==> config.mk <==
export PLATFORM = sky130hd
export DESIGN_NAME = ofm_monitor
export DESIGN_NICKNAME = d
export VERILOG_FILES = /design/src/ofm_pkg.sv /design/src/ofm_monitor.sv
export SDC_FILE = /design/constraint.sdc
export NUM_CORES = 1
export LEC_CHECK = 0
export ABC_AREA = 0
export BUFFER_PORTS_ARGS = -buffer_cell sky130_fd_sc_hd__buf_4
export CAP_MARGIN = 30
export CELL_PAD_IN_SITES_DETAIL_PLACEMENT = 2
export CELL_PAD_IN_SITES_GLOBAL_PLACEMENT = 2
export CORE_MARGIN = 2
export CORE_UTILIZATION = 34
export CTS_BUF_LIST = sky130_fd_sc_hd__clkbuf_4
export DETAILED_ROUTE_END_ITERATION = 8
export PLACE_DENSITY = 0.85
export SKIP_CTS_REPAIR_TIMING = 1
export SYNTH_ARGS = -nofsm -noshare
export SYNTH_HDL_FRONTEND = slang
export SYNTH_SLANG_ARGS = --single-unit
==> constraint.sdc <==
create_clock -name clk -period 2.6 [get_ports clk]
set_clock_uncertainty 0.1 [all_clocks]
set_input_delay 0.78 -clock clk [delete_from_list [all_inputs] [get_ports clk]]
set_output_delay 0.78 -clock clk [all_outputs]
set_load 0.02 [all_outputs]
==> src/ofm_pkg.sv <==
// Purpose: shared constants and types of the oscillator fail monitor
// Assumes: 100 MHz system clock, 16-bit register port
// Notes:   one package for the whole block

package ofm_pkg;

    // ----------------------------------------------------------------
    // clock and timing
    // ----------------------------------------------------------------
    localparam int OFM_CLK_MHZ = 100;
    localparam int OFM_OVF_TICKS = 16;
    // dead time between dropping one clock source and starting another
    localparam int OFM_GAP_NS = 40;
    localparam int OFM_GAP_CYC = (OFM_GAP_NS * OFM_CLK_MHZ + 999) / 1000;
    localparam int OFM_TICK_DIV = 4;

    // ----------------------------------------------------------------
    // register map
    // ----------------------------------------------------------------
    localparam int OFM_AW = 4;
    localparam int OFM_DW = 16;
    localparam logic [3:0] OFM_CFG_OFS = 4'h0;
    localparam logic [3:0] OFM_STAT_OFS = 4'h4;
    localparam int OFM_DIS_BIT = 4;
    localparam int OFM_FAIL_BIT = 0;
    localparam int OFM_IRQ_BIT = 1;
    localparam int OFM_STATE_LSB = 2;
    localparam int OFM_STRAP_LSB = 4;
    localparam int OFM_MULT_LSB = 8;
    localparam logic OFM_DIS_RST = 1'b0;

    // ----------------------------------------------------------------
    // strap codes and multiplication factors
    // ----------------------------------------------------------------
    localparam logic [2:0] OFM_STRAP_DIRECT = 3'h3;
    localparam logic [2:0] OFM_STRAP_PRESC = 3'h1;
    localparam logic [2:0] OFM_STRAP_X3 = 3'h6;
    localparam logic [2:0] OFM_STRAP_X5 = 3'h4;
    localparam logic [2:0] OFM_MULT_X3 = 3'h3;
    localparam logic [2:0] OFM_MULT_X5 = 3'h5;
    localparam logic [2:0] OFM_MULT_OTHER = 3'h4;
    localparam logic [2:0] OFM_MULT_NONE = 3'h0;
    localparam logic [1:0] OFM_POST_DIV = 2'h2;

    // ----------------------------------------------------------------
    // types
    // ----------------------------------------------------------------
    typedef enum logic [1:0] {
        OFM_ST_RUN = 2'b00,
        OFM_ST_GAP = 2'b01,
        OFM_ST_FAIL = 2'b10
    } ofm_state_t;

    typedef enum logic [1:0] {
        OFM_SRC_DIRECT = 2'b00,
        OFM_SRC_PRESC = 2'b01,
        OFM_SRC_PLL = 2'b10,
        OFM_SRC_FREE = 2'b11
    } ofm_src_t;

    typedef struct packed {
        ofm_src_t src;
        logic gate_off;
        logic pll_power;
        logic pll_free;
        logic [2:0] mult;
        logic [1:0] post_div;
    } ofm_clk_ctrl_t;

endpackage

==> src/ofm_monitor.sv <==
// Purpose: clock loss monitor, cpu clock source select and pll straps
// Assumes: crystal and strap pins are asynchronous to clk; the free
//          running pll rate is modelled as a tick every TICK_DIV clocks
// Notes:   all design state lives in one struct registered by one always_ff; the checks keep rst_q in a second one
//
// Behaviour
// - monitor is enabled after reset with no software action
// - writing one to config bit 4 turns the monitor off
// - monitor only works when cpu runs direct or prescaled
// - while enabled the free pll runs; each pll cycle adds one
// - every crystal transition clears the monitor counter
// - sixteen pll cycles without a crystal edge means oscillator failure
// - on failure the cpu clock moves to the free running pll
// - on failure the monitor interrupt request flag is set
// - after switchover the cpu stays on pll even if crystal returns
// - only hardware or bidirectional reset restores the direct clock
// - with monitor off in direct or prescaled mode the cpu runs from the crystal unless a failure already moved it to the free pll
// - with monitor off the pll is powered down, except in pll strap modes or after a failure
// - non direct strap codes enable pll and clock cpu from it
// - pll factor comes from the three straps latched at reset
// - strap code 110 selects factor three
// - strap code 100 selects factor five
// - pll output is the oscillator stage divided by two
// - enabled monitor gets free pll clock; disabled monitor turns pll off in direct or prescaled mode unless a failure is latched
//
// Strobed register access and the address map were left to the implementer.
`timescale 1ns/1ps

module ofm_monitor
    import ofm_pkg::*;
#(
    parameter int TICK_DIV = OFM_TICK_DIV
) (
    input wire logic clk,                    // 100 MHz system clock
    input wire logic reset,                  // hardware reset, sync
    input wire logic bidir_reset,            // sw / watchdog bidir reset
    input wire logic crystal_input_pin,      // external oscillator level
    input wire logic [2:0] clock_mode_strap_pins, // mode straps
    input wire logic [OFM_AW-1:0] addr,      // register address
    input wire logic [OFM_DW-1:0] wdata,     // write data
    input wire logic wr,                     // write strobe
    input wire logic rd,                     // read strobe
    output logic [OFM_DW-1:0] rdata,         // read data, cycle after rd
    output ofm_clk_ctrl_t clk_ctrl,          // cpu clock and pll control
    output logic monitor_irq,                // interrupt request flag
    output logic osc_fail                    // latched failure indication
);

    // ----------------------------------------------------------------
    // state
    // ----------------------------------------------------------------
    typedef struct packed {
        logic [2:0] xs;
        logic xf;
        logic [2:0] s1;
        logic [2:0] s2;
        logic [2:0] s3;
        logic [2:0] strap;
        logic cfg_dis;
        ofm_state_t state;
        logic [4:0] cnt;
        logic [3:0] gap;
        logic [7:0] div;
        logic tick;
        logic irq;
        logic fail;
        logic [OFM_DW-1:0] rdata;
        ofm_clk_ctrl_t ctrl;
    } ofm_regs_t;

    ofm_regs_t r_q;
    ofm_regs_t r_d;

    logic rst_any;
    logic x_edge;
    logic direct;
    logic mon_on;

    function automatic logic [2:0] ofm_factor(input logic [2:0] code);
        logic [2:0] f;
        f = OFM_MULT_OTHER;
        if (code == OFM_STRAP_X3) begin
            f = OFM_MULT_X3;
        end else if (code == OFM_STRAP_X5) begin
            f = OFM_MULT_X5;
        end
        return f;
    endfunction

    function automatic logic ofm_is_direct(input logic [2:0] code);
        return (code == OFM_STRAP_DIRECT) || (code == OFM_STRAP_PRESC);
    endfunction

    // control word is built from the next state and registered along with it
    function automatic ofm_clk_ctrl_t ofm_ctrl(input ofm_regs_t s);
        ofm_clk_ctrl_t c;
        logic dir;
        dir = ofm_is_direct(s.strap);
        c.src = (s.strap == OFM_STRAP_PRESC) ? OFM_SRC_PRESC
                                             : OFM_SRC_DIRECT;
        c.gate_off = 1'b0;
        c.pll_power = 1'b0;
        c.pll_free = 1'b0;
        c.mult = OFM_MULT_NONE;
        c.post_div = OFM_POST_DIV;
        unique case (s.state)
            OFM_ST_RUN: begin
                if (!dir) begin
                    c.src = OFM_SRC_PLL;
                    c.pll_power = 1'b1;
                    c.mult = ofm_factor(s.strap);
                end else if (!s.cfg_dis) begin
                    c.pll_power = 1'b1;
                    c.pll_free = 1'b1;
                end
                // disabled monitor: crystal clock, pll off
            end
            OFM_ST_GAP: begin
                // old source gated before the new one starts
                c.gate_off = 1'b1;
                c.pll_power = 1'b1;
                c.pll_free = 1'b1;
            end
            OFM_ST_FAIL: begin
                c.src = OFM_SRC_FREE;
                c.pll_power = 1'b1;
                c.pll_free = 1'b1;
            end
            default: begin
                c.gate_off = 1'b1;
            end
        endcase
        return c;
    endfunction

    // ----------------------------------------------------------------
    // next state
    // ----------------------------------------------------------------
    always_comb begin
        r_d = r_q;
        rst_any = reset || bidir_reset;
        r_d.tick = 1'b0;
        r_d.rdata = '0;

        // crystal sync: a change counts once stages two and three agree
        r_d.xs = {r_q.xs[1:0], crystal_input_pin};
        x_edge = (r_q.xs[1] == r_q.xs[2]) && (r_q.xs[2] != r_q.xf);
        if (x_edge) begin
            r_d.xf = r_q.xs[2];
        end
        r_d.s1 = clock_mode_strap_pins;
        r_d.s2 = r_q.s1;
        r_d.s3 = r_q.s2;

        direct = ofm_is_direct(r_q.strap);
        mon_on = direct && !r_q.cfg_dis
                 && (r_q.state == OFM_ST_RUN);

        // free running pll cycle, only while pll_free is set
        if (r_q.ctrl.pll_free) begin
            if (r_q.div == 8'(TICK_DIV - 1)) begin
                r_d.div = 8'h00;
                r_d.tick = 1'b1;
            end else begin
                r_d.div = r_q.div + 8'h01;
            end
        end else begin
            r_d.div = 8'h00;
        end

        // register writes before the monitor so a failure beats the clear
        if (wr && addr == OFM_CFG_OFS) begin
            r_d.cfg_dis = wdata[OFM_DIS_BIT];
        end
        if (wr && addr == OFM_STAT_OFS && wdata[OFM_IRQ_BIT]) begin
            r_d.irq = 1'b0;
        end
        if (rd && addr == OFM_CFG_OFS) begin
            r_d.rdata[OFM_DIS_BIT] = r_q.cfg_dis;
        end
        if (rd && addr == OFM_STAT_OFS) begin
            r_d.rdata[OFM_FAIL_BIT] = r_q.fail;
            r_d.rdata[OFM_IRQ_BIT] = r_q.irq;
            r_d.rdata[OFM_STATE_LSB +: 2] = r_q.state;
            r_d.rdata[OFM_STRAP_LSB +: 3] = r_q.strap;
            r_d.rdata[OFM_MULT_LSB +: 3] = r_q.ctrl.mult;
        end

        // monitor counter
        unique case (r_q.state)
            OFM_ST_RUN: begin
                if (!mon_on) begin
                    r_d.cnt = 5'h00;
                end else if (x_edge) begin
                    r_d.cnt = 5'h00;
                end else if (r_q.tick) begin
                    if (r_q.cnt == 5'(OFM_OVF_TICKS - 1)) begin
                        r_d.cnt = 5'h00;
                        r_d.state = OFM_ST_GAP;
                        r_d.gap = 4'h0;
                        r_d.fail = 1'b1;
                        r_d.irq = 1'b1;
                    end else begin
                        r_d.cnt = r_q.cnt + 5'h01;
                    end
                end
            end
            OFM_ST_GAP: begin
                r_d.cnt = 5'h00;
                if (r_q.gap == 4'(OFM_GAP_CYC - 1)) begin
                    r_d.state = OFM_ST_FAIL;
                end else begin
                    r_d.gap = r_q.gap + 4'h1;
                end
            end
            OFM_ST_FAIL: begin
                // crystal activity is ignored from here on
                r_d.cnt = 5'h00;
            end
            default: begin
                r_d.state = OFM_ST_FAIL;
            end
        endcase

        // straps are caught while reset is held, once the sync settles
        if (rst_any) begin
            if (r_q.s2 == r_q.s3) begin
                r_d.strap = r_q.s3;
            end
            r_d.cfg_dis = OFM_DIS_RST;
            r_d.state = OFM_ST_RUN;
            r_d.cnt = 5'h00;
            r_d.gap = 4'h0;
            r_d.div = 8'h00;
            r_d.tick = 1'b0;
            r_d.irq = 1'b0;
            r_d.fail = 1'b0;
            r_d.rdata = '0;
        end
        r_d.ctrl = ofm_ctrl(r_d);
    end

    always_ff @(posedge clk) begin
        r_q <= r_d;
    end

    assign rdata = r_q.rdata;
    assign clk_ctrl = r_q.ctrl;
    assign monitor_irq = r_q.irq;
    assign osc_fail = r_q.fail;

    // ----------------------------------------------------------------
    // checks
    // ----------------------------------------------------------------
    logic rst_q;
    always_ff @(posedge clk) begin
        rst_q <= reset || bidir_reset;
    end
endmodule

==> impl_metrics.tcl <==
set metrics [dict create \
    grt_pass1_vias 1885 \
    drc 0 \
    crit_fanout 5 \
    cap_viol_max_count 0 \
    use_met1_pct 18.2 \
    crit_start "r_q[47]$_DFF_P_" \
    start_util_pct 35.4 \
    dp_hpwl_um 4540 \
    dieArea_sq_um 7800 \
    r2r-end "clk_ctrl[5]$_DFF_P_" \
    syn_inst 245 \
    timing.slew.headroom_pct 65.6 \
    netlist_area_sq_um 2420 \
    placementRows 30 \
    tightest_slew_ns 0.514 \
    run_status "completed" \
    cts.sinks 56 \
    ant_nets 0 \
    synth_seq_cells 56 \
    synth_edf_count 1 \
    fmaxAchievable_mhz 414 \
    synth-simple-area-share_pct 21.7 \
    p_sw_share_pct 27.8 \
    insertion_delay_ns 0.39 \
    avgViaCountPerCell 4.83 \
    ios 57 \
    instances_no_fill 372 \
    p_sw_uw 488 \
    rsz0062_at_grt "no" \
    syn_avg_cell_area_sq_um 9.87 \
    area_growth_pct 15.6 \
    fp.dieW_um 88.3 \
    synth_cell_types 55 \
    dr_total_vias 1795 \
    cp-endpoint "clk_ctrl[5]$_DFF_P_" \
    core-area_sq_um 6830 \
    mostFrequentLayoutCells "dfxtp_1 (53), buf_4 (46), nor2_1 (23), nand2_1 (12), nand3_1 (11)" \
    wire_per_inst_um 15.3 \
    grt_pass1_wl_um 9160 \
    synth_area_leaders "dfxtp_1 (46%), buf_4 (8.1%), ha_1 (4.7%), nor2_1 (3.6%), xor2_1 (2.9%)" \
    seq_area_frac_synth_pct 46.8 \
    cts_max_level 2 \
    ir_drop_uv 247 \
    yosys.area_share.adder_pct 4.66 \
    power.share.sequential_pct 55.6 \
    synth_area_leader_cell "dfxtp_1" \
    top_usage_layer "met2" \
    synthMuxAreaShare_pct 3.52 \
    antenna_found_initial 0 \
    final_common_cell "dfxtp_1" \
    design_area_sq_um 2800 \
    path_clk_slew_ns 0.16 \
    grt-ovfl-total 0 \
    root_buffer "clkbuf_4" \
    start_kind "flop" \
    numCtsBuffers 5 \
    drt-initial-drc-count 62 \
    synth_flop_cell "dfxtp_1" \
    cts_tree "done" \
    antenna_cells 0 \
    clock_path_buffers 2 \
    arrival_ns 2.65 \
    p_int_uw 1270 \
    min_period_ns 2.41 \
    utilization_pct 40.9 \
    hold_path.class "reg2reg" \
    r2r_cells 10 \
    hold_viol 0 \
    clkPwrFrac_pct 28.0 \
    tns_ns 0 \
    synth_compound_area_share_pct 9.05 \
    finalCritPeriodShare_pct 92.9 \
    die_h_um 88.3 \
    leakagePower_uw 0.00117 \
    final-max-slew-violation-count 0 \
    port-buffer-count 34 \
    reg2reg_from "r_q[47]$_DFF_P_" \
    drt_pass1_iterations 4 \
    drt_wl_total_um 5710 \
    end_kind "flop" \
    final_nets 313 \
    final_layout_size_suffix_gt1_share_pct 26.1 \
    comb_power_share_pct 16.4 \
    async_reset_ff_share_pct 0 \
    synth_top_family_by_area "simple AND/OR/NAND/NOR gates" \
    synthXorXnorAreaFrac_pct 3.62 \
    worstSetupPathType "reg2reg" \
    post-place-cells 364 \
    place_area_sq_um 2700 \
    use_met2_pct 27.5 \
    total_power_uw 1760 \
    cellPowerDensity_nw_per_um2 628 \
    grt_max_degree 19 \
    gp_congestion 0.734 \
    r2r_slack_ns 0.19 \
    hold_depth 0 \
    required_ns 2.83 \
    setup-violations-final 0 \
    gr-usage-all-layers_pct 15.3 \
    synth_top_area_share_pct 45.5 \
    nFillCells 764 \
    grtUsageMet3_pct 3.92 \
    synth-warning-count 0 \
]
area by class of cell:
| class | instances | area, sq um | share of cell area (%) |
|---|---|---|---|
| repair buffers | 46 | 345 | 12.4 |
| clock buffers | 5 | 37.5 | 1.34 |
| flip-flops and latches | 56 | 1130 | 40.6 |
| well taps | 96 | 120 | 4.30 |
| multi-input cells | 155 | 1070 | 38.4 |
| inverters | 11 | 41.3 | 1.48 |
| clock inverters | 3 | 45.0 | 1.61 |
power by group through the flow:
stage,Clock (uW),Sequential (uW),Combinational [uW]
after CTS,507,977,293
after detailed placement,0,995,293
after global placement,0,988,277
final,491,976,288
after global routing,552,984,313
after floorplan,0,972,234
logic make-up after synthesis:
| logic type | after synthesis |
|---|---|
| buf+inv | 40 |
| flops | 56 |
| xor+xnor | 10 |
| compound gates | 30 |
| other cells | 2 |
| fa+ha+maj | 9 |
| simple gates | 90 |
| mux | 8 |
layer usage:
layer	wire [um]	vias up	part of all wire, %
met5	0	-	0
met4	40	0	0.70
met3	258	5	4.5
met2	2930	39	51
met1	2480	882	43
li1	-	869	-
registers in the layout, summed over array words and instances (netlist names):
signal / count
r_q: 28
clk_ctrl: 8
rdata: 10
osc_fail: 1
monitor_irq: 1
r_d: 8
how the worst min path moves through the flow:
stage / to / startpoint / slack (ns)
after global routing: r_d[53]$_DFF_P_ / r_d[56]$_DFF_P_ / 0.25
after CTS: r_d[53]$_DFF_P_ / r_d[56]$_DFF_P_ / 0.25
after floorplan: r_d[52]$_DFF_P_ / r_d[55]$_DFF_P_ / 0.21
after detailed placement: r_d[53]$_DFF_P_ / r_d[56]$_DFF_P_ / 0.22
final: r_d[53]$_DFF_P_ / r_d[56]$_DFF_P_ / 0.25
after global placement: r_d[53]$_DFF_P_ / r_d[56]$_DFF_P_ / 0.21
Yosys cell counts (all sizes together) (2+ instances only):
cell	instances
a21oi	9
xor2	8
mux2	4
o41ai	2
xnor2	2
nand4b	2
or2	3
nor2b	6
and2	8
a31oi	3
conb	2
ha	9
nand4	2
nor3	6
buf	29
nor2	23
nor4	3
a32o	2
mux2i	4
dfxtp	55
nand2	12
inv	11
a32oi	2
and3	2
o21bai	2
nand3	11
o21ai	3
nor3b	2
worst max-delay path: stages (launching register included):
cell       delay [ns]
dfxtp_2          0.38
inv_1            0.13
ha_1             0.27
nand4bb_1        0.28
nor4_2           0.32
a21oi_1          0.16
nand2_1          0.12
ha_1             0.23
buf_4            0.15
nand3b_4         0.07
a21oi_2          0.14
metrics by stage:
step | setup slack [ns] | hold slack (ns)
2_1_floorplan | 0.337 | 0.210
3_3_place_gp | 0.197 | 0.210
3_5_place_dp | 0.111 | 0.216
4_1_cts | 0.0543 | 0.248
5_1_grt | 0.0258 | 0.254
6_report | 0.185 | 0.246
Note: power is estimated with default switching activity, not from simulation.
